## src/tilt_defines.svh

```systemverilog
// offsets, field positions, reset values and timing counts for the tilt post-processor
`ifndef TILT_DEFINES_SVH
`define TILT_DEFINES_SVH
`define IDX_ERROR_SUMMARY     16'h1001
`define IDX_INT_TEMP          16'h5000
`define IDX_TEMP_SUPERVISION  16'h5001
`define IDX_ANGLE_RESOLUTION  16'h6000
`define IDX_SINGLE_FORMAT     16'h3002
`define IDX_AXIS1_MEASURED    16'h6010
`define IDX_AXIS1_INVERT      16'h6011
`define IDX_AXIS1_PRESET      16'h6012
`define IDX_AXIS1_OFFSET      16'h6013
`define IDX_AXIS2_MEASURED    16'h6020
`define IDX_AXIS2_INVERT      16'h6021
`define IDX_AXIS2_PRESET      16'h6022
`define IDX_AXIS2_OFFSET      16'h6023
`define SUB_TEMP_ENABLE       8'h01
`define SUB_TEMP_LOWER        8'h02
`define SUB_TEMP_UPPER        8'h03
`define TEMP_ENABLE_ON        8'h01
`define TEMP_ENABLE_OFF       8'h00
`define TEMP_SETTING_MIN      (-8'sd55)
`define TEMP_SETTING_MAX      (8'sd120)
`define TEMP_LOWER_RESET      8'hE2
`define TEMP_UPPER_RESET      8'h4B
`define RES_WHOLE             16'h03E8
`define RES_TENTH             16'h0064
`define RES_HUNDREDTH         16'h000A
`define RES_THOUSANDTH        16'h0001
`define INVERT_ON             8'h01
`define ERR_BIT_ANY           0
`define ERR_BIT_TEMP          3
`define ERR_BIT_COMM          4
`define ERR_BIT_PROFILE       5
`define ERR_BIT_HW            7
`define SPAN_THOUSANDTH_MDEG  30000
`define SPAN_OTHER_MDEG       60000
`define FULL_CIRCLE_MDEG      360000
`define TEMP_CHECK_PERIOD_MS  1000
`define CLK_FREQ_KHZ          100000
`define TEMP_CHECK_CYCLES     (`TEMP_CHECK_PERIOD_MS * `CLK_FREQ_KHZ)
`endif

```

## src/tilt_pkg.sv

```systemverilog
// types shared by the tilt post-processor
package tilt_pkg;
    // one dictionary access from the protocol engine
    typedef struct packed {
        logic        wr;
        logic        rd;
        logic [15:0] index;
        logic [7:0]  sub;
        logic [15:0] wdata;
    } dict_req_s;
    // emergency event toward the protocol engine
    typedef struct packed {
        logic       send;
        logic       reset_msg;
        logic [7:0] err_reg;
    } emcy_s;
    // temperature check sequencer
    typedef enum logic [1:0] {
        TS_IDLE  = 2'b00,
        TS_CHECK = 2'b01
    } temp_state_e;
endpackage

```

## src/tilt_angle_postproc_and_error_flags.sv

```systemverilog
// angle post-processing, temperature supervision and error register of the inclinometer
`timescale 1ns/1ps
`default_nettype none
`include "tilt_defines.svh"
module tilt_angle_postproc_and_error_flags #(
    parameter int unsigned TEMP_CHECK_CYCLES = `TEMP_CHECK_CYCLES  // one-second check period
) (
    // clock and reset
    input  wire logic              mclk,
    input  wire logic              rst_n,
    // dictionary access from the protocol engine
    input  wire tilt_pkg::dict_req_s dict_req,
    output logic [15:0]            dict_rdata,
    output logic                   dict_ack,
    output logic                   dict_err,
    // acquisition inputs, absolute angles in thousandths of a degree
    input  wire logic              sample_valid,
    input  wire logic signed [19:0] abs_angle1_mdeg,
    input  wire logic signed [19:0] abs_angle2_mdeg,
    input  wire logic signed [7:0] temp_reading,
    // mode straps and fault sources
    input  wire logic              single_axis,
    input  wire logic              comm_error,
    input  wire logic              axis_range_error,
    input  wire logic              crc_fail,
    input  wire logic              selftest_fail,
    // outputs toward process data and emergency framing
    output logic signed [15:0]     angle1_out,
    output logic signed [15:0]     angle2_out,
    output logic signed [7:0]      temp_out,
    output tilt_pkg::emcy_s        emcy
);
    import tilt_pkg::*;

    // configuration registers
    logic [7:0]         temp_en_r;        // supervision enable sub-entry
    logic signed [7:0]  temp_lo_r;        // lower limit
    logic signed [7:0]  temp_hi_r;        // upper limit
    logic [15:0]        res_r;            // step size in thousandths
    logic               fmt_signed_r;     // single-axis format, 1 = -180..180
    logic [7:0]         inv_r [2];        // per-axis inversion entry
    logic signed [15:0] preset_r [2];     // per-axis preset
    logic signed [15:0] offset_r [2];     // per-axis offset in resolution steps
    // state
    logic signed [7:0]  temp_r;           // latest temperature
    logic               temp_err_r;       // temperature out of window
    logic [7:0]         err_r;            // error byte
    logic [31:0]        sec_cnt_r;        // check period counter
    temp_state_e        ts_r;             // check sequencer
    logic signed [15:0] meas_r [2];       // reported angles

    // write decode helpers
    logic        wr_ok;
    logic        axis2_blocked;
    logic signed [15:0] abs_steps [2];    // absolute angles in resolution steps
    logic signed [19:0] abs_in [2];
    logic        range_err;

    assign abs_in[0] = abs_angle1_mdeg;
    assign abs_in[1] = abs_angle2_mdeg;
    // second-axis entries vanish in single-axis mode
    assign axis2_blocked = single_axis &&
                           (dict_req.index[15:4] == 12'(`IDX_AXIS2_MEASURED >> 4));

    // absolute angle scaled to the selected step; the division is combinational and follows every input change, not only samples
    generate
        for (genvar a = 0; a < 2; a++) begin : g_scale
            logic signed [19:0] q;
            always_comb begin
                q = abs_in[a];
                if (res_r == `RES_WHOLE) begin
                    q = abs_in[a] / 20'sd1000;
                end else if (res_r == `RES_TENTH) begin
                    q = abs_in[a] / 20'sd100;
                end else if (res_r == `RES_HUNDREDTH) begin
                    q = abs_in[a] / 20'sd10;
                end
                abs_steps[a] = q[15:0];
            end
        end
    endgenerate

    // angle beyond the absolute span for the resolution in use; coarser steps go unchecked in single-axis mode
    always_comb begin
        range_err = 1'b0;
        for (int a = 0; a < 2; a++) begin
            if (res_r == `RES_THOUSANDTH) begin
                if (abs_in[a] > 20'sd30000 || abs_in[a] < -20'sd30000) range_err = 1'b1;
            end else if (!single_axis) begin
                if (abs_in[a] > 20'sd60000 || abs_in[a] < -20'sd60000) range_err = 1'b1;
            end
        end
    end

    // a write is legal when it targets a writable, enabled entry
    always_comb begin
        wr_ok = 1'b0;
        if (axis2_blocked) begin
            wr_ok = 1'b0;
        end else if (dict_req.index == `IDX_TEMP_SUPERVISION) begin
            wr_ok = (dict_req.sub == `SUB_TEMP_ENABLE) ? (dict_req.wdata[7:0] <= 8'h01) :
                    (dict_req.sub == `SUB_TEMP_LOWER || dict_req.sub == `SUB_TEMP_UPPER) ?
                    ($signed(dict_req.wdata[7:0]) >= `TEMP_SETTING_MIN &&
                     $signed(dict_req.wdata[7:0]) <= `TEMP_SETTING_MAX) : 1'b0;
        end else if (dict_req.index == `IDX_ANGLE_RESOLUTION) begin
            wr_ok = dict_req.wdata == `RES_WHOLE || dict_req.wdata == `RES_TENTH ||
                    dict_req.wdata == `RES_HUNDREDTH || dict_req.wdata == `RES_THOUSANDTH;
        end else if (dict_req.index == `IDX_SINGLE_FORMAT) begin
            wr_ok = 1'b1;
        end else if (dict_req.index inside {`IDX_AXIS1_INVERT, `IDX_AXIS1_PRESET,
                     `IDX_AXIS1_OFFSET, `IDX_AXIS2_INVERT, `IDX_AXIS2_PRESET,
                     `IDX_AXIS2_OFFSET}) begin
            wr_ok = 1'b1;
        end
    end

    // temperature supervision configuration
    always_ff @(posedge mclk) begin
        if (!rst_n) begin
            temp_en_r <= `TEMP_ENABLE_OFF;
            temp_lo_r <= `TEMP_LOWER_RESET;
            temp_hi_r <= `TEMP_UPPER_RESET;
        end else if (dict_req.wr && wr_ok && dict_req.index == `IDX_TEMP_SUPERVISION) begin
            if (dict_req.sub == `SUB_TEMP_ENABLE) temp_en_r <= dict_req.wdata[7:0];
            if (dict_req.sub == `SUB_TEMP_LOWER) temp_lo_r <= dict_req.wdata[7:0];
            if (dict_req.sub == `SUB_TEMP_UPPER) temp_hi_r <= dict_req.wdata[7:0];
        end
    end

    // resolution and single-axis format
    always_ff @(posedge mclk) begin
        if (!rst_n) begin
            res_r        <= `RES_THOUSANDTH;
            fmt_signed_r <= 1'b0;
        end else if (dict_req.wr && wr_ok) begin
            if (dict_req.index == `IDX_ANGLE_RESOLUTION) res_r <= dict_req.wdata;
            if (dict_req.index == `IDX_SINGLE_FORMAT) fmt_signed_r <= dict_req.wdata[0];
        end
    end

    // per-axis inversion, preset and offset; preset overwrites offset from the current angle
    generate
        for (genvar a = 0; a < 2; a++) begin : g_axis
            localparam logic [15:0] BASE = (a == 0) ? `IDX_AXIS1_MEASURED : `IDX_AXIS2_MEASURED;
            always_ff @(posedge mclk) begin
                if (!rst_n) begin
                    inv_r[a]    <= 8'h00;
                    preset_r[a] <= 16'sh0000;
                    offset_r[a] <= 16'sh0000;
                end else if (dict_req.wr && wr_ok) begin
                    if (dict_req.index == BASE + 16'h0001) inv_r[a] <= dict_req.wdata[7:0];
                    if (dict_req.index == BASE + 16'h0003) offset_r[a] <= dict_req.wdata;
                    if (dict_req.index == BASE + 16'h0002) begin
                        preset_r[a] <= dict_req.wdata;
                        // zero preset yields the negated inclination here
                        offset_r[a] <= 16'(dict_req.wdata - abs_steps[a]);
                    end
                end
            end
        end
    endgenerate

    // reported angles; full circle in steps depends on the resolution
    always_ff @(posedge mclk) begin
        logic signed [19:0] v;
        logic signed [19:0] circle;
        if (!rst_n) begin
            meas_r[0] <= 16'sh0000;
            meas_r[1] <= 16'sh0000;
        end else if (sample_valid) begin
            for (int a = 0; a < 2; a++) begin
                v = 20'(abs_steps[a] + offset_r[a]);
                circle = 20'(`FULL_CIRCLE_MDEG / 1000) * 20'(1000 / res_r);
                if (inv_r[a] == `INVERT_ON) begin
                    if (single_axis && a == 0 && !fmt_signed_r && v != 20'sd0) begin
                        v = circle - v;
                    end else begin
                        v = -v;
                    end
                end
                if (a == 1 && single_axis) v = 20'sd0;
                meas_r[a] <= v[15:0];
            end
        end
    end

    // latest temperature
    always_ff @(posedge mclk) begin
        if (!rst_n) temp_r <= 8'sh00;
        else temp_r <= temp_reading;
    end

    // once-per-second window check sequencer
    always_ff @(posedge mclk) begin
        if (!rst_n) begin
            sec_cnt_r  <= 32'h0;
            ts_r       <= TS_IDLE;
            temp_err_r <= 1'b0;
        end else begin
            case (ts_r)
                TS_IDLE: begin
                    if (sec_cnt_r >= TEMP_CHECK_CYCLES - 1) begin
                        sec_cnt_r <= 32'h0;
                        ts_r      <= TS_CHECK;
                    end else begin
                        sec_cnt_r <= sec_cnt_r + 32'h1;
                    end
                end
                TS_CHECK: begin
                    sec_cnt_r <= sec_cnt_r + 32'h1;
                    ts_r      <= TS_IDLE;
                    if (temp_en_r == `TEMP_ENABLE_ON) begin
                        temp_err_r <= (temp_r < temp_lo_r) || (temp_r > temp_hi_r);
                    end else begin
                        temp_err_r <= 1'b0;
                    end
                end
                default: ts_r <= TS_IDLE;
            endcase
        end
    end

    // error byte mirrors the currently active sources
    logic [7:0] err_nxt;
    always_comb begin
        err_nxt = 8'h00;
        err_nxt[`ERR_BIT_TEMP]    = temp_err_r;
        err_nxt[`ERR_BIT_COMM]    = comm_error;
        err_nxt[`ERR_BIT_PROFILE] = axis_range_error || range_err;
        err_nxt[`ERR_BIT_HW]      = crc_fail || selftest_fail;
        err_nxt[`ERR_BIT_ANY]     = |err_nxt;
    end
    always_ff @(posedge mclk) begin
        if (!rst_n) err_r <= 8'h00;
        else err_r <= err_nxt;
    end

    // emergency on any newly set error bit, error reset when everything clears
    always_ff @(posedge mclk) begin
        if (!rst_n) begin
            emcy <= '0;
        end else begin
            emcy.send      <= (err_nxt[7:1] & ~err_r[7:1]) != 7'h00 ||
                              (err_r[0] && !err_nxt[0]);
            emcy.reset_msg <= err_r[0] && !err_nxt[0];
            emcy.err_reg   <= err_nxt;
        end
    end

    // dictionary read path and write answer; blocked or unknown entries are refused
    always_ff @(posedge mclk) begin
        if (!rst_n) begin
            dict_rdata <= 16'h0000;
            dict_ack   <= 1'b0;
            dict_err   <= 1'b0;
        end else begin
            dict_ack <= dict_req.rd || dict_req.wr;
            dict_err <= dict_req.wr && !wr_ok;
            if (dict_req.rd) begin
                dict_err <= axis2_blocked;
                if (axis2_blocked) dict_rdata <= 16'h0000;
                else if (dict_req.index == `IDX_ERROR_SUMMARY) dict_rdata <= {8'h00, err_r};
                else if (dict_req.index == `IDX_INT_TEMP) dict_rdata <= 16'(temp_r);
                else if (dict_req.index == `IDX_TEMP_SUPERVISION && dict_req.sub == `SUB_TEMP_ENABLE)
                    dict_rdata <= {8'h00, temp_en_r};
                else if (dict_req.index == `IDX_TEMP_SUPERVISION && dict_req.sub == `SUB_TEMP_LOWER)
                    dict_rdata <= {{8{temp_lo_r[7]}}, temp_lo_r};
                else if (dict_req.index == `IDX_TEMP_SUPERVISION && dict_req.sub == `SUB_TEMP_UPPER)
                    dict_rdata <= {{8{temp_hi_r[7]}}, temp_hi_r};
                else if (dict_req.index == `IDX_ANGLE_RESOLUTION) dict_rdata <= res_r;
                else if (dict_req.index == `IDX_SINGLE_FORMAT) dict_rdata <= {15'h0, fmt_signed_r};
                else if (dict_req.index == `IDX_AXIS1_MEASURED) dict_rdata <= meas_r[0];
                else if (dict_req.index == `IDX_AXIS1_INVERT) dict_rdata <= {8'h00, inv_r[0]};
                else if (dict_req.index == `IDX_AXIS1_PRESET) dict_rdata <= preset_r[0];
                else if (dict_req.index == `IDX_AXIS1_OFFSET) dict_rdata <= offset_r[0];
                else if (dict_req.index == `IDX_AXIS2_MEASURED) dict_rdata <= meas_r[1];
                else if (dict_req.index == `IDX_AXIS2_INVERT) dict_rdata <= {8'h00, inv_r[1]};
                else if (dict_req.index == `IDX_AXIS2_PRESET) dict_rdata <= preset_r[1];
                else if (dict_req.index == `IDX_AXIS2_OFFSET) dict_rdata <= offset_r[1];
                else begin
                    dict_rdata <= 16'h0000;
                    dict_err   <= 1'b1;
                end
            end
        end
    end

    // process-data outputs come straight from registers
    assign angle1_out = meas_r[0];
    assign angle2_out = meas_r[1];
    assign temp_out   = temp_r;

endmodule // tilt_angle_postproc_and_error_flags
`default_nettype wire

```

## config.mk

```make
export PLATFORM = sky130hd
export DESIGN_NAME = tilt_angle_postproc_and_error_flags
export DESIGN_NICKNAME = d
export VERILOG_FILES = /design/src/tilt_pkg.sv /design/src/tilt_angle_postproc_and_error_flags.sv
export VERILOG_INCLUDE_DIRS = /design/src
export SDC_FILE = /design/constraint.sdc
export NUM_CORES = 2
export LEC_CHECK = 0
export BUFFER_PORTS_ARGS = -buffer_cell sky130_fd_sc_hd__buf_2
export CAP_MARGIN = 20
export CORE_MARGIN = 5
export CORE_UTILIZATION = 45
export CTS_CLUSTER_DIAMETER = 40
export DETAILED_ROUTE_END_ITERATION = 10
export SLEW_MARGIN = 40
export SYNTH_ARGS = -nofsm -noshare
export SYNTH_HDL_FRONTEND = slang
export SYNTH_SLANG_ARGS = --single-unit
```

## constraint.sdc

```tcl
create_clock -name mclk -period 86.3 [get_ports mclk]
set_clock_uncertainty 0.1 [all_clocks]
set_input_delay 8.63 -clock mclk [delete_from_list [all_inputs] [get_ports mclk]]
set_output_delay 8.63 -clock mclk [all_outputs]
set_load 0.005 [all_outputs]
```

==> impl_metrics.py <==
metrics = {
    "layout": {
        "regArea_um2": 5530,
        "final_util_pct": 49.9,
        "fin_nets": 8310,
        "layout_common_cells": "nor2_1, nand2_1, a21oi_1",
        "drive_gt1_share_pct": 12.2,
        "multi_input_area_um2": 45700,
        "fill_cells": 11800,
        "area_delta_synth_final_pct": 10.6,
        "layout_commonest_cell": "nor2_1",
    },
    "routing": {
        "post_drt_via_cell_ratio": 6.34,
        "drc": 0,
        "antenna_left": 0,
        "first_pass_iters": 6,
        "routed_wl_um": 196000,
        "dr.first_iter.drc_count": 5574,
        "wl_per_cell_um": 21.1,
        "vias": 58700,
    },
    "clock_tree": {
        "path_clk_slew_ns": 0.06,
        "clockBufferDepth": 3,
        "numCtsBuffers": 29,
        "cts_tree": "done",
        "root_buffer": "clkbuf_16",
        "insertion_delay_ns": 0.57,
        "clock-sinks": 220,
        "h-tree-depth": 1,
    },
    "place": {
        "portBuffers": 162,
        "gp_congestion": 0.972,
        "hpwl_um": 151000,
    },
    "worst_setup_path": {
        "cp-start-kind": "register",
        "crit_arrival_ns": 80.69,
        "critical_path.max_fanout": 32,
        "critPathCaptureType": "register",
        "max_stage_delay_ns": 0.55,
        "cpMaxStageDelayCell": "or4_4",
        "required_ns": 86.60,
        "crit_top_cell": "o21a_1",
        "worstSetupPathType": "reg2reg",
    },
    "die": {
        "io-pin-count": 166,
        "die_h_um": 353,
        "start_util_pct": 45.1,
        "num_rows": 126,
        "dieWidth_um": 353,
        "dieArea_um2": 125000,
        "core-area_um2": 118000,
    },
    "sta": {
        "max_slew_margin_pct": 38.0,
        "setup_tns_ns": 0,
        "setup_viol": 0,
        "drv_slew": 0,
        "finalCritPeriodShare_pct": 93.2,
        "worstMarginPinSlew_ns": 0.930,
        "finalHoldViolCount": 0,
        "fmax_mhz": 12.4,
        "period_minus_slack_ns": 80.39,
    },
    "synth": {
        "synth_area_um2": 53000,
        "synth_edf_count": 112,
        "yosysTopAreaCell": "ha_1",
        "ys_async_sr_fraction_pct": 0,
        "ys_seq_elements": 220,
        "synthTopCellsByArea": "ha_1, xnor2_1, edfxtp_1",
        "synth-main-ff-cell": "edfxtp_1",
        "yosys_warnings": 0,
        "yosysUniqueCellTypes": 133,
        "synth_top_area_share_pct": 11.5,
        "synthCells": 7527,
        "avgSynthCellArea_um2": 7.04,
        "yosysSeqAreaShare_pct": 10.4,
    },
    "global_routing": {
        "grt-ovfl-total": 0,
        "grt_pass1_vias": 53300,
        "grt_pass1_wl_um": 300000,
        "grt_max_degree": 77,
        "grt_usage_pct": 29.0,
        "antenna_found_initial": 8,
    },
    "job": {
        "maxCapViolCount": 0,
    },
    "min_path": {
        "hold_path.class": "reg2reg",
    },
    "run_status": {
        "status": "finished, final reports clean",
    },
}
cells by family (layout without fill, tap and decap cells):
family | count (synthesis) | in the layout | synth area share, %
AOI/OAI and AO/OA | 2535 | 2537 | 32.3
xor gates and xnor gates | 587 | 587 | 9.72
adders and majority gates | 533 | 533 | 12.7
buffers and inverters | 670 | 863 | 4.88
DFF | 220 | 220 | 10.4
muxes | 207 | 207 | 4.30
other | 1 | 4 | 0.00707
and+or+nand+nor | 2774 | 2775 | 25.7
state kept, by name, indices dropped and copies added, names as in the netlist, 7 cells and up:
name,count
temp_out,8
sec_cnt_r,32
inv_r,16
preset_r,32
emcy,7
temp_en_r,8
res_r,16
temp_hi_r,8
meas_r,32
offset_r,32
dict_rdata,16
temp_lo_r,8
synthesized netlist by cell type (all sizes together), types with 53 or more instances:
cell,count
a211oi,88
a21boi,53
a21o,170
a21oi,593
a31oi,101
and2,126
and3,68
clkbuf,278
dfxtp,108
edfxtp,112
ha,489
inv,343
mux2,112
mux2i,93
nand2,646
nand2b,136
nand3,232
nand4,84
nor2,788
nor2b,77
nor3,251
nor4,65
o211ai,96
o21a,173
o21ai,520
o21bai,66
o22ai,53
o31ai,117
or2,69
or3,89
xnor2,395
xor2,191
metrics by stage:
step	instances	instance area [um2]	setup slack [ns]	hold WS [ns]
final	9262	58600	5.91	0.380
after global routing	9261	58600	-0.529	0.403
after CTS	9204	57500	0.0830	0.384
after detailed placement	9152	56400	-0.528	0.367
after global placement	9149	56400	1.16	0.362
after floorplan	7529	53000	0.0621	0.344
worst paths after layout:
path / from / to / slack [ns] / cells after the start
min: temp_hi_r[3] / temp_hi_r[3] / 0.38 / 2
max reg2reg: res_r[7] / meas_r[0][15] / 5.91 / 447
min reg2reg: temp_hi_r[3] / temp_hi_r[3] / 0.38 / 2
max: res_r[7] / meas_r[0][15] / 5.91 / 447
cell type report:
cell class | count | area share (%)
clock buffers | 31 | 1.29
clock inverters | 21 | 0.455
diodes | 1 | 0.00427
inverters | 346 | 2.25
flip-flops and latches | 220 | 9.43
well taps | 1536 | 3.28
multi-input cells | 6642 | 77.9
repair buffers | 465 | 5.35
critical path: cells and delay by family, from the launching register on:
kind	cells	cell delay, ns
muxes	5	1.56
xor gates and xnor gates	5	0.97
DFF	1	0.39
and+or+nand+nor	136	19.13
buffers and inverters	31	4.44
adders and majority gates	35	11.28
AOI/OAI and AO/OA	235	42.14
layer usage:
metal / part of all wire, % / up-vias / global-route usage, %
met5: 0.014 / - / 0
met4: 3.8 / 4 / 9.40
met3: 6.7 / 365 / 2.53
met2: 45 / 2178 / 47.6
met1: 45 / 27700 / 40.3
li1: - / 28400 / -
timing repair:
action                                  4_1_cts  5_1_grt
gates resized for setup                      13      165
hold endpoints to repair                      0        0
setup buffers                                 0       53
gates cloned                                  0        3
hold buffers                                  0        0
pin swaps                                     0       39
endpoints found under the setup margin        6       13
Power is left out: the tool's default activity adds up to more than one toggle a clock period on the data nets, which glitch-free logic cannot reach.
